==> src/hdl/rate_conversion_core_pkg.sv <==
`default_nettype none
package rate_conversion_core_pkg;
	localparam int ADDR_W = 6;
	localparam int DATA_W = 8;
	localparam logic [5:0] ADDR_RESERVED = 6'h00;
	localparam logic [5:0] ADDR_SYSTEM = 6'h01;
	localparam logic [5:0] ADDR_FILTER = 6'h02;
	localparam logic [5:0] ADDR_FORMAT = 6'h03;
	localparam logic [5:0] ADDR_LEFT = 6'h04;
	localparam logic [5:0] ADDR_RIGHT = 6'h05;
	localparam logic [5:0] ADDR_STEP = 6'h01;
	localparam logic [1:0] ADDR_TOP_ZERO = 2'h0;
	localparam logic [7:0] RESET_VALUE = 8'h00;
	localparam logic [7:0] SYS_MASK = 8'hdf;
	localparam logic [7:0] FLT_MASK = 8'h03;
	localparam logic [7:0] FMT_MASK = 8'hf7;
	localparam logic [7:0] ATTEN_MASK = 8'hff;
	localparam int SYS_PDN = 7;
	localparam int SYS_TRACK = 6;
	localparam int SYS_RSVD = 5;
	localparam int SYS_MUTE = 4;
	localparam int SYS_BYPASS = 3;
	localparam int SYS_MODE_HI = 2;
	localparam int FLT_DIRECT = 1;
	localparam int FLT_SHORT = 0;
	localparam int FMT_OWL_LSB = 6;
	localparam int FMT_OFMT_LSB = 4;
	localparam int FMT_RSVD = 3;
	localparam int FMT_IFMT_LSB = 0;
	localparam logic [6:0] DEPTH_NORMAL = 7'h40;
	localparam logic [6:0] DEPTH_SHORT = 7'h20;
	localparam logic [1:0] MODE_SLAVE = 2'h0;
	localparam logic [1:0] MODE_R128 = 2'h1;
	localparam logic [1:0] MODE_R512 = 2'h2;
	localparam logic [1:0] MODE_R256 = 2'h3;
	localparam logic [9:0] RATIO_NONE = 10'h000;
	localparam logic [9:0] RATIO_128 = 10'h080;
	localparam logic [9:0] RATIO_256 = 10'h100;
	localparam logic [9:0] RATIO_512 = 10'h200;
	localparam logic [2:0] LAST_BIT = 3'h7;
	localparam int REF_CLK_KHZ = 32'h0000_9c40;
	localparam int STARTUP_WAIT_US = 32'h0000_01f4;
	localparam int STARTUP_CYCLES = (STARTUP_WAIT_US * REF_CLK_KHZ + 999) / 1000;
	typedef enum logic [1:0] {
		FRAME_ADDR = 2'h0,
		FRAME_SKIP = 2'h1,
		FRAME_DATA = 2'h3,
		FRAME_IGNORE = 2'h2
	} frame_state_type;
endpackage
`default_nettype wire

==> src/hdl/spi_frame_if.sv <==
`timescale 1ns/10ps
`default_nettype none
interface spi_frame_if;
	logic wr_stb;
	logic [rate_conversion_core_pkg::ADDR_W-1:0] wr_addr;
	logic [rate_conversion_core_pkg::DATA_W-1:0] wr_data;
	logic accept_en;
	modport port (output wr_stb, output wr_addr, output wr_data, input accept_en);
	modport regs (input wr_stb, input wr_addr, input wr_data, output accept_en);
endinterface // spi_frame_if
`default_nettype wire

==> src/hdl/spi_write_port.sv <==
`timescale 1ns/10ps
`default_nettype none
module spi_write_port (
	input wire logic i_ref_clk,
	input wire logic i_rst_n,
	input wire logic i_clk_en,
	input wire logic i_cclk,
	input wire logic i_cdata,
	input wire logic i_cs_n,
	spi_frame_if.port frame
);
	logic cclk_s1_r, cclk_s2_r, cclk_s3_r;
	logic cdata_s1_r, cdata_s2_r;
	logic cs_n_s1_r, cs_n_s2_r;
	logic [2:0] bit_cnt_r;
	logic [6:0] shift_r;
	logic [5:0] addr_r;
	logic wr_stb_r;
	logic [7:0] wr_data_r;
	logic [5:0] wr_addr_r;
	rate_conversion_core_pkg::frame_state_type state_r, state_nxt;
	wire cclk_rise;
	wire byte_done;
	wire [7:0] byte_in;
	wire addr_ok;
	wire data_byte;

	assign cclk_rise = cclk_s2_r & ~cclk_s3_r;
	assign byte_done = cclk_rise & ~cs_n_s2_r & (bit_cnt_r == rate_conversion_core_pkg::LAST_BIT);
	assign byte_in = {shift_r, cdata_s2_r};
	assign addr_ok = (byte_in[7:6] == rate_conversion_core_pkg::ADDR_TOP_ZERO) & frame.accept_en;
	assign data_byte = byte_done & (state_r == rate_conversion_core_pkg::FRAME_DATA);

	// Pin synchronisers
	always_ff @(posedge i_ref_clk or negedge i_rst_n) begin
		if (!i_rst_n) begin
			{cclk_s1_r, cclk_s2_r, cclk_s3_r} <= 3'h0;
			{cdata_s1_r, cdata_s2_r} <= 2'h0;
			{cs_n_s1_r, cs_n_s2_r} <= 2'h3;
		end else if (i_clk_en) begin
			{cclk_s1_r, cclk_s2_r, cclk_s3_r} <= {i_cclk, cclk_s1_r, cclk_s2_r};
			{cdata_s1_r, cdata_s2_r} <= {i_cdata, cdata_s1_r};
			{cs_n_s1_r, cs_n_s2_r} <= {i_cs_n, cs_n_s1_r};
		end
	end

	// Byte position within the frame
	always_comb begin
		state_nxt = state_r;
		if (cs_n_s2_r) begin
			state_nxt = rate_conversion_core_pkg::FRAME_ADDR;
		end else if (byte_done) begin
			case (state_r)
				rate_conversion_core_pkg::FRAME_ADDR: state_nxt = addr_ok ? rate_conversion_core_pkg::FRAME_SKIP : rate_conversion_core_pkg::FRAME_IGNORE;
				rate_conversion_core_pkg::FRAME_SKIP: state_nxt = rate_conversion_core_pkg::FRAME_DATA;
				rate_conversion_core_pkg::FRAME_DATA: state_nxt = rate_conversion_core_pkg::FRAME_DATA;
				default: state_nxt = rate_conversion_core_pkg::FRAME_IGNORE;
			endcase
		end
	end

	always_ff @(posedge i_ref_clk or negedge i_rst_n) begin
		if (!i_rst_n) begin
			state_r <= rate_conversion_core_pkg::FRAME_ADDR;
			bit_cnt_r <= 3'h0;
			shift_r <= 7'h00;
		end else if (i_clk_en) begin
			state_r <= state_nxt;
			if (cs_n_s2_r) begin
				bit_cnt_r <= 3'h0;
			end else if (cclk_rise) begin
				bit_cnt_r <= bit_cnt_r + 3'h1;
				shift_r <= byte_in[6:0];
			end
		end
	end

	always_ff @(posedge i_ref_clk or negedge i_rst_n) begin
		if (!i_rst_n) begin
			addr_r <= 6'h00;
			wr_stb_r <= 1'b0;
			wr_data_r <= 8'h00;
			wr_addr_r <= 6'h00;
		end else if (i_clk_en) begin
			wr_stb_r <= data_byte;
			if (byte_done && state_r == rate_conversion_core_pkg::FRAME_ADDR) begin
				addr_r <= byte_in[5:0];
			end else if (data_byte) begin
				addr_r <= addr_r + rate_conversion_core_pkg::ADDR_STEP;
			end
			if (data_byte) begin
				wr_data_r <= byte_in;
				wr_addr_r <= addr_r;
			end
		end
	end

	assign frame.wr_stb = wr_stb_r;
	assign frame.wr_data = wr_data_r;
	assign frame.wr_addr = wr_addr_r;

	property p_addr_step;
		@(posedge i_ref_clk) disable iff (!i_rst_n)
		(i_clk_en && data_byte) |=> (frame.wr_stb && addr_r == wr_addr_r + rate_conversion_core_pkg::ADDR_STEP);
	endproperty
	a_addr_step: assert property (p_addr_step) else $error("address did not step after data byte");

	property p_bad_addr;
		@(posedge i_ref_clk) disable iff (!i_rst_n)
		(i_clk_en && byte_done && state_r == rate_conversion_core_pkg::FRAME_ADDR && !addr_ok) |=>
			(state_r == rate_conversion_core_pkg::FRAME_IGNORE);
	endproperty
	a_bad_addr: assert property (p_bad_addr) else $error("bad address byte not ignored");
endmodule // spi_write_port
`default_nettype wire

==> src/hdl/rate_conversion_core_control_registers.sv <==
// Notes on behaviour
// - Power-down bit 0 idles core, keeps registers
// - Power-down bit 1 resumes with held settings
// - Tracking off: channels attenuated independently
// - Tracking on: left level drives both
// - Mute request is bit OR pin
// - Mute drives output to zero
// - Bypass request is bit OR pin
// - Bypass routes input straight to output
// - System bits 2..0 select port roles
// - Direct bit 0 selects decimation filter
// - Direct bit 1 downsamples without filtering
// - Short buffer bit: 64 or 32 samples
// - Format: word length, out, in fields
// - Left level resets zero, 0.5 dB steps
// - Right level resets zero, 0.5 dB steps
// - Tracking makes right use left level
// - Mode code gives master side and ratio
// - Bypass drops dither, attenuation and mute
// - Addresses 1..5 mapped, 0 reserved zero
// - Address, dummy byte, data, auto-increment
`timescale 1ns/10ps
`default_nettype none
module rate_conversion_core_control_registers #(
	parameter int STARTUP_CYCLES = rate_conversion_core_pkg::STARTUP_CYCLES
) (
	input wire logic i_ref_clk,
	input wire logic i_rst_n,
	input wire logic i_clk_en,
	input wire logic i_cclk,
	input wire logic i_cdata,
	input wire logic i_cs_n,
	input wire logic i_mute_pin,
	input wire logic i_bypass_pin,
	input wire logic i_sample_strobe,
	output logic o_spi_ready,
	output logic o_power_down,
	output logic [2:0] o_port_role_select,
	output logic o_in_port_master,
	output logic o_out_port_master,
	output logic [9:0] o_ref_clk_ratio,
	output logic o_direct_downsample_sel,
	output logic o_short_buffer_sel,
	output logic [6:0] o_buffer_depth,
	output logic [1:0] o_out_word_length,
	output logic [1:0] o_out_format,
	output logic [2:0] o_in_format,
	output logic [7:0] o_left_atten_level,
	output logic [7:0] o_right_atten_level,
	output logic o_soft_mute,
	output logic o_convert_skip,
	output logic o_dither_en
);
	localparam int CNT_W = $clog2(STARTUP_CYCLES + 1);
	localparam logic [CNT_W-1:0] CNT_LAST = CNT_W'(STARTUP_CYCLES);
	localparam logic [CNT_W-1:0] CNT_ONE = CNT_W'(1);

	function automatic logic [7:0] clean(input logic [7:0] value, input logic [7:0] mask);
		return value & mask;
	endfunction

	function automatic logic [9:0] ratio_of(input logic [1:0] code);
		case (code)
			rate_conversion_core_pkg::MODE_R128: return rate_conversion_core_pkg::RATIO_128;
			rate_conversion_core_pkg::MODE_R512: return rate_conversion_core_pkg::RATIO_512;
			rate_conversion_core_pkg::MODE_R256: return rate_conversion_core_pkg::RATIO_256;
			default: return rate_conversion_core_pkg::RATIO_NONE;
		endcase
	endfunction

	spi_frame_if frame ();

	logic [CNT_W-1:0] cnt_r;
	logic ready_r;
	logic mute_s1_r, mute_s2_r;
	logic byp_s1_r, byp_s2_r;
	logic [7:0] sys_r, flt_r, fmt_r, left_r, right_r;
	logic skip_q_r, mute_q_r, dither_q_r;
	logic [7:0] left_q_r, right_q_r;
	logic [1:0] owl_q_r, ofmt_q_r;
	logic [2:0] ifmt_q_r;
	logic in_master_r, out_master_r, direct_r, short_r;
	logic [9:0] ratio_r;
	logic [6:0] depth_r;

	wire wr_sys;
	wire wr_flt;
	wire wr_fmt;
	wire wr_left;
	wire wr_right;
	wire mute_req;
	wire byp_req;
	wire track;
	wire [2:0] mode;
	wire mode_master;
	wire [7:0] right_sel;
	wire boundary;

	spi_write_port u_port (
		.i_ref_clk(i_ref_clk),
		.i_rst_n(i_rst_n),
		.i_clk_en(i_clk_en),
		.i_cclk(i_cclk),
		.i_cdata(i_cdata),
		.i_cs_n(i_cs_n),
		.frame(frame)
	);

	// Startup wait before the port accepts frames
	always_ff @(posedge i_ref_clk or negedge i_rst_n) begin
		if (!i_rst_n) begin
			cnt_r <= '0;
			ready_r <= 1'b0;
		end else if (i_clk_en && !ready_r) begin
			if (cnt_r == CNT_LAST) begin
				ready_r <= 1'b1;
			end else begin
				cnt_r <= cnt_r + CNT_ONE;
			end
		end
	end
	assign frame.accept_en = ready_r;

	// Pin synchronisers
	always_ff @(posedge i_ref_clk or negedge i_rst_n) begin
		if (!i_rst_n) begin
			{mute_s1_r, mute_s2_r} <= 2'h0;
			{byp_s1_r, byp_s2_r} <= 2'h0;
		end else if (i_clk_en) begin
			{mute_s1_r, mute_s2_r} <= {i_mute_pin, mute_s1_r};
			{byp_s1_r, byp_s2_r} <= {i_bypass_pin, byp_s1_r};
		end
	end

	// Address decode; address 0 and unused addresses take no write
	assign wr_sys = frame.wr_stb & (frame.wr_addr == rate_conversion_core_pkg::ADDR_SYSTEM);
	assign wr_flt = frame.wr_stb & (frame.wr_addr == rate_conversion_core_pkg::ADDR_FILTER);
	assign wr_fmt = frame.wr_stb & (frame.wr_addr == rate_conversion_core_pkg::ADDR_FORMAT);
	assign wr_left = frame.wr_stb & (frame.wr_addr == rate_conversion_core_pkg::ADDR_LEFT);
	assign wr_right = frame.wr_stb & (frame.wr_addr == rate_conversion_core_pkg::ADDR_RIGHT);

	// Register file, reserved bits forced to zero
	always_ff @(posedge i_ref_clk or negedge i_rst_n) begin
		if (!i_rst_n) begin
			sys_r <= rate_conversion_core_pkg::RESET_VALUE;
			flt_r <= rate_conversion_core_pkg::RESET_VALUE;
			fmt_r <= rate_conversion_core_pkg::RESET_VALUE;
			left_r <= rate_conversion_core_pkg::RESET_VALUE;
			right_r <= rate_conversion_core_pkg::RESET_VALUE;
		end else if (i_clk_en) begin
			if (wr_sys) sys_r <= clean(frame.wr_data, rate_conversion_core_pkg::SYS_MASK);
			if (wr_flt) flt_r <= clean(frame.wr_data, rate_conversion_core_pkg::FLT_MASK);
			if (wr_fmt) fmt_r <= clean(frame.wr_data, rate_conversion_core_pkg::FMT_MASK);
			if (wr_left) left_r <= clean(frame.wr_data, rate_conversion_core_pkg::ATTEN_MASK);
			if (wr_right) right_r <= clean(frame.wr_data, rate_conversion_core_pkg::ATTEN_MASK);
		end
	end

	assign mute_req = sys_r[rate_conversion_core_pkg::SYS_MUTE] | mute_s2_r;
	assign byp_req = sys_r[rate_conversion_core_pkg::SYS_BYPASS] | byp_s2_r;
	assign track = sys_r[rate_conversion_core_pkg::SYS_TRACK];
	assign right_sel = track ? left_r : right_r;
	assign boundary = i_clk_en & i_sample_strobe;

	// Audio settings taken over only at a sample boundary
	always_ff @(posedge i_ref_clk or negedge i_rst_n) begin
		if (!i_rst_n) begin
			skip_q_r <= 1'b0;
			mute_q_r <= 1'b0;
			dither_q_r <= 1'b1;
			left_q_r <= rate_conversion_core_pkg::RESET_VALUE;
			right_q_r <= rate_conversion_core_pkg::RESET_VALUE;
			owl_q_r <= 2'h0;
			ofmt_q_r <= 2'h0;
			ifmt_q_r <= 3'h0;
		end else if (boundary) begin
			skip_q_r <= byp_req;
			mute_q_r <= mute_req & ~byp_req;
			dither_q_r <= ~byp_req;
			left_q_r <= byp_req ? rate_conversion_core_pkg::RESET_VALUE : left_r;
			right_q_r <= byp_req ? rate_conversion_core_pkg::RESET_VALUE : right_sel;
			owl_q_r <= fmt_r[rate_conversion_core_pkg::FMT_OWL_LSB +: 2];
			ofmt_q_r <= fmt_r[rate_conversion_core_pkg::FMT_OFMT_LSB +: 2];
			ifmt_q_r <= fmt_r[rate_conversion_core_pkg::FMT_IFMT_LSB +: 3];
		end
	end

	// Port role and filter decode
	assign mode = sys_r[rate_conversion_core_pkg::SYS_MODE_HI:0];
	assign mode_master = (mode[1:0] != rate_conversion_core_pkg::MODE_SLAVE);
	always_ff @(posedge i_ref_clk or negedge i_rst_n) begin
		if (!i_rst_n) begin
			in_master_r <= 1'b0;
			out_master_r <= 1'b0;
			ratio_r <= rate_conversion_core_pkg::RATIO_NONE;
			direct_r <= 1'b0;
			short_r <= 1'b0;
			depth_r <= rate_conversion_core_pkg::DEPTH_NORMAL;
		end else if (i_clk_en) begin
			in_master_r <= mode[2] & mode_master;
			out_master_r <= ~mode[2] & mode_master;
			ratio_r <= ratio_of(mode[1:0]);
			direct_r <= flt_r[rate_conversion_core_pkg::FLT_DIRECT];
			short_r <= flt_r[rate_conversion_core_pkg::FLT_SHORT];
			depth_r <= flt_r[rate_conversion_core_pkg::FLT_SHORT] ? rate_conversion_core_pkg::DEPTH_SHORT : rate_conversion_core_pkg::DEPTH_NORMAL;
		end
	end

	assign o_spi_ready = ready_r;
	assign o_power_down = ~sys_r[rate_conversion_core_pkg::SYS_PDN];
	assign o_port_role_select = mode;
	assign o_in_port_master = in_master_r;
	assign o_out_port_master = out_master_r;
	assign o_ref_clk_ratio = ratio_r;
	assign o_direct_downsample_sel = direct_r;
	assign o_short_buffer_sel = short_r;
	assign o_buffer_depth = depth_r;
	assign o_out_word_length = owl_q_r;
	assign o_out_format = ofmt_q_r;
	assign o_in_format = ifmt_q_r;
	assign o_left_atten_level = left_q_r;
	assign o_right_atten_level = right_q_r;
	assign o_soft_mute = mute_q_r;
	assign o_convert_skip = skip_q_r;
	assign o_dither_en = dither_q_r;

	property p_pdn_enter;
		@(posedge i_ref_clk) disable iff (!i_rst_n)
		(i_clk_en && wr_sys && !frame.wr_data[rate_conversion_core_pkg::SYS_PDN]) |=>
			(o_power_down && left_r == $past(left_r));
	endproperty
	a_pdn_enter: assert property (p_pdn_enter) else $error("power-down not entered or state lost");

	property p_pdn_leave;
		@(posedge i_ref_clk) disable iff (!i_rst_n)
		(i_clk_en && wr_sys && frame.wr_data[rate_conversion_core_pkg::SYS_PDN]) |=> !o_power_down;
	endproperty
	a_pdn_leave: assert property (p_pdn_leave) else $error("power-down not released");

	property p_mute;
		@(posedge i_ref_clk) disable iff (!i_rst_n)
		(boundary && mute_req && !byp_req) |=> o_soft_mute;
	endproperty
	a_mute: assert property (p_mute) else $error("mute request not applied");

	property p_mute_pin;
		@(posedge i_ref_clk) disable iff (!i_rst_n)
		(boundary && !byp_req && !sys_r[rate_conversion_core_pkg::SYS_MUTE] && !mute_s2_r) |=> !o_soft_mute;
	endproperty
	a_mute_pin: assert property (p_mute_pin) else $error("mute set without request");

	property p_bypass;
		@(posedge i_ref_clk) disable iff (!i_rst_n)
		(boundary && byp_req) |=>
			(o_convert_skip && !o_soft_mute && !o_dither_en && o_left_atten_level == 8'h00);
	endproperty
	a_bypass: assert property (p_bypass) else $error("bypass effects wrong");

	property p_track;
		@(posedge i_ref_clk) disable iff (!i_rst_n)
		(boundary && !byp_req && track) |=> (o_right_atten_level == o_left_atten_level);
	endproperty
	a_track: assert property (p_track) else $error("tracking not applied");

	property p_indep;
		@(posedge i_ref_clk) disable iff (!i_rst_n)
		(boundary && !byp_req && !track) |=> (o_right_atten_level == $past(right_r));
	endproperty
	a_indep: assert property (p_indep) else $error("right level not independent");

	property p_hold;
		@(posedge i_ref_clk) disable iff (!i_rst_n)
		!boundary |=> ($stable(o_left_atten_level) && $stable(o_soft_mute) && $stable(o_out_format));
	endproperty
	a_hold: assert property (p_hold) else $error("audio setting changed off boundary");

	property p_depth;
		@(posedge i_ref_clk) disable iff (!i_rst_n)
		i_clk_en |=> (o_buffer_depth == ($past(flt_r[0]) ? rate_conversion_core_pkg::DEPTH_SHORT : rate_conversion_core_pkg::DEPTH_NORMAL));
	endproperty
	a_depth: assert property (p_depth) else $error("buffer depth wrong");

	property p_role;
		@(posedge i_ref_clk) disable iff (!i_rst_n)
		(i_clk_en && mode == 3'h6) |=> (o_in_port_master && !o_out_port_master && o_ref_clk_ratio == 10'h200);
	endproperty
	a_role: assert property (p_role) else $error("port role decode wrong");

	property p_reserved;
		@(posedge i_ref_clk) disable iff (!i_rst_n)
		(!sys_r[rate_conversion_core_pkg::SYS_RSVD] && !fmt_r[rate_conversion_core_pkg::FMT_RSVD] && flt_r[7:2] == 6'h00);
	endproperty
	a_reserved: assert property (p_reserved) else $error("reserved bit set");

	property p_left_write;
		@(posedge i_ref_clk) disable iff (!i_rst_n)
		(i_clk_en && wr_left) |=> (left_r == $past(frame.wr_data));
	endproperty
	a_left_write: assert property (p_left_write) else $error("left level write lost");

	c_bypass: cover property (@(posedge i_ref_clk) disable iff (!i_rst_n) boundary && byp_req);
	c_track: cover property (@(posedge i_ref_clk) disable iff (!i_rst_n) boundary && track && !byp_req);
	c_burst: cover property (@(posedge i_ref_clk) disable iff (!i_rst_n) wr_left ##[1:400] wr_right);
	c_wake: cover property (@(posedge i_ref_clk) disable iff (!i_rst_n) $fell(o_power_down));
endmodule // rate_conversion_core_control_registers
`default_nettype wire

==> config.mk <==
export PLATFORM = sky130hd
export DESIGN_NAME = rate_conversion_core_control_registers
export DESIGN_NICKNAME = d
export VERILOG_FILES = /design/src/hdl/rate_conversion_core_pkg.sv /design/src/hdl/spi_frame_if.sv /design/src/hdl/spi_write_port.sv /design/src/hdl/rate_conversion_core_control_registers.sv
export SDC_FILE = /design/constraint.sdc
export NUM_CORES = 1
export LEC_CHECK = 0
export BUFFER_PORTS_ARGS = -buffer_cell sky130_fd_sc_hd__clkbuf_2
export CAP_MARGIN = 20
export CORE_ASPECT_RATIO = 1.5
export CORE_MARGIN = 8
export CORE_UTILIZATION = 30
export DETAILED_ROUTE_END_ITERATION = 7
export GPL_TIMING_DRIVEN = 0
export MAX_ROUTING_LAYER = met4
export PLACE_DENSITY_LB_ADDON = 0.25
export SYNTH_ARGS = -nofsm -noshare
export SYNTH_HDL_FRONTEND = slang
export SYNTH_HIERARCHICAL = 1
export SYNTH_SLANG_ARGS = --single-unit
==> constraint.sdc <==
create_clock -name i_ref_clk -period 5.15 [get_ports i_ref_clk]
set_input_delay 0.2575 -clock i_ref_clk [delete_from_list [all_inputs] [get_ports i_ref_clk]]
set_output_delay 0.2575 -clock i_ref_clk [all_outputs]
set_load 0.1 [all_outputs]
==> impl_metrics.csv <==
group,metric,value,unit
timing,fin_crit,2.11,ns
yosys,synth-edff-count,0,
drt,remaining_drc_errors,0,
global_route,gr-total-overflow,0,
timing,fmax,473,MHz
global_route,grt_busiest_layer,"met2",
drt,wire_per_inst,16.1,um
power_and_ir_drop,powerDensity,400,nW/um^2
yosys,seq_area_frac_synth,58.0,%
setup_path,crit_fanout,10,
global_route,grt_util_all_layers,11.2,%
setup_path,cp-start-kind,"register",
drt,viasPerCell,4.64,
global_route,grtUsageMet3,3.12,%
clock_tree,cts_buffer_depth,2,
place,dp_hpwl,8230,um
global_route,grt_use_met1,11.7,%
timing,slew-limit-headroom,53.7,%
clock_tree,clk_pin_slew,0.06,ns
layout,final_common_cell,"dfrtp_1",
yosys,syn_area,5450,sq um
floorplanning,die_height,181,um
floorplanning,dieArea,22800,sq um
floorplanning,core_area,17900,sq um
clock_tree,cts_made_buffers,17,
power_and_ir_drop,vdd_drop_max,199,uV
global_route,grt_max_degree,105,
setup_path,worstPathArrival,2.41,ns
clock_tree,post_cts_resized,0,
drt,wl,11600,um
clock_tree,clock-root-buffer,"clkbuf_16",
yosys,yosys.area.top_type,"dfrtp_1",
timing,hold_viol_final,0,
floorplanning,start_util,30.5,%
layout,instances_no_fill,720,
timing,finalCritPeriodShare,41.1,%
timing,finalSetupViolations,0,
drt,drt-initial-drc-count,145,
global_route,met2_usage,19.2,%
timing,tightest_slew,0.690,ns
global_route,grt_pass1_vias,3671,
yosys,syn_inst,410,
place,io_buffers,48,
setup_path,crit_type,"register to register",
layout,num_antenna_cells,0,
layout,drive_gt1_share,38.2,%
drt,dr.pass1.iters,4,
yosys,ys_warn_count,6,
layout,area_growth_syn_to_layout,22.6,%
timing,finalClockSkew,0.00729,ns
timing,slew_viol_final,0,
clock_tree,insertion_delay,0.41,ns
place,dpl.cell_count,687,
yosys,synth_ff_type,"dfrtp_1",
flow_run,drv_cap,0,
floorplanning,num_io_pins,61,
setup_path,cp-end-kind,"register",
drt,num_vias,3343,
layout,nets,504,
yosys,synth-async-reset-ratio,100,%
yosys,synth-seq-cells,126,
place,gp_congestion,0.802,
hold_path,hold_path.class,"input port to register",
power_and_ir_drop,p_leak,0.00329,uW
drt,ant_nets,0,
timing,rsz0062_at_grt,"no",
clock_tree,cts.sink_count,126,
layout,final_cell_mix,"dfrtp_1 (122), mux2_2 (65), clkbuf_2 (47)",
yosys,synth_cell_type_count,51,
yosys,synth_top_cell_area_share,56.0,%
clock_tree,tritoncts,"done",
floorplanning,die_x,126,um
floorplanning,std_cell_rows,60,
yosys,synth_area_leaders,"dfrtp_1 (56%), mux2_2 (13%), mux2i_1 (2.6%)",
global_route,grt_pass1_wl,19500,um
clock_tree,cts.htree.levels,4,
global_route,antenna_found_initial,0,
run_status,status,"finished clean",
timing,setup_tns,0,ns
yosys,syn_avg_cell_area,13.3,sq um
setup_path,cp.required,5.44,ns
## registers in the layout, indices dropped and copies added, names as in the netlist, 7 cells and up
signal and flops:
o_right_atten_level 8, fmt_r 7, o_left_atten_level 8, u_port/shift_r 7, left_r 8, right_r 8, u_port/frame.wr_data 8, sys_r 7
cnt_r 15
## layer usage
layer	share of wire [%]	wire length (um)
met1	40	4660
met2	53	6190
met3	4.4	504
met4	1.9	216
met5	0	0
## cell families after synthesis
family / Yosys count / share of synthesized area, %
AOI/OAI and AO/OA: 49 / 6.31
DFF: 126 / 58.0
muxes: 87 / 18.2
adders and majority gates: 5 / 1.15
buffers and inverters: 42 / 4.75
and+or+nand+nor: 86 / 9.30
other: 1 / 0.0688
xor gates and xnor gates: 14 / 2.25
## worst paths after layout
path                                      from                      end  slack [ns]  cells past startpoint
max in group asynchronous              i_rst_n        u_port/shift_r[1]        4.09                      3
max                        u_port/bit_cnt_r[0]  u_port/frame.wr_data[3]        3.04                      6
max reg2reg                u_port/bit_cnt_r[0]  u_port/frame.wr_data[3]        3.04                      6
min                                     i_cclk         u_port/cclk_s1_r        0.08                      2
min in group asynchronous              i_rst_n         u_port/cclk_s2_r        0.28                      2
min reg2reg                           flt_r[0]        o_buffer_depth[6]        0.45                      1
## critical path, cell delays in order (launching register included)
cell,delay (ns)
dfrtp_1,0.39
ha_1,0.17
ha_1,0.25
nand4b_2,0.24
nor3_4,0.39
buf_6,0.21
mux2_2,0.34
## power by group
part           switching [uW]  leakage (uW)  total (uW)  internal [uW]
registers                71.4       0.00168        1130           1060
clock network             465      0.000301        1280            818
logic                     167       0.00131         261           93.4
total                     704       0.00329        2680           1970
## synthesized netlist by cell type, types with 2 or more instances
| cell type | number |
|---|---|
| xor2_1 | 7 |
| nand3b_1 | 3 |
| nor2_1 | 10 |
| a31oi_1 | 2 |
| mux2_2 | 65 |
| buf_2 | 3 |
| a22o_1 | 8 |
| nand3_1 | 5 |
| a2bb2oi_1 | 3 |
| inv_1 | 12 |
| nor3_2 | 3 |
| and4b_1 | 3 |
| buf_4 | 18 |
| a22oi_1 | 4 |
| nand4_1 | 7 |
| mux2i_1 | 14 |
| a21oi_1 | 5 |
| clkbuf_1 | 4 |
| or3_1 | 2 |
| buf_6 | 4 |
| and3_1 | 4 |
| mux2_4 | 8 |
| nor4b_1 | 3 |
| nor3_1 | 5 |
| dfrtp_1 | 122 |
| nand2b_1 | 2 |
| dfstp_2 | 4 |
| ha_1 | 5 |
| xnor2_1 | 7 |
| nand2_1 | 28 |
| o2bb2ai_1 | 4 |
| o21ai_0 | 17 |
## area by class of cell
class	instances	area (sq um)
clock inverters	15	209
fillers	1735	11200
well taps	217	272
inverters	12	45.0
plain buffers	30	214
repair buffers	50	287
flip-flops and latches	126	3160
clock buffers	17	425
multi-input cells	253	2070
## repair_timing
action	in CTS	in global routing
setup endpoints to repair	0	0
hold buffers	1	0
buffers inserted	0	0
endpoints found under the hold margin	22	0
## per-stage QoR
step	hold slack (ns)	util [%]	worst slack, ns	power, uW	area, sq um
after CTS	0.0618	37.4	2.99	2710	6680
final	0.0781	37.4	3.04	2680	6680
after global placement	0.440	33.6	1.89	1400	6000
after floorplan	-0.0381	-	3.25	1330	5490
after global routing	0.0701	37.4	2.86	2790	6680
after detailed placement	0.148	33.8	3.00	1420	6040
Power figures use the tool's default switching activity.
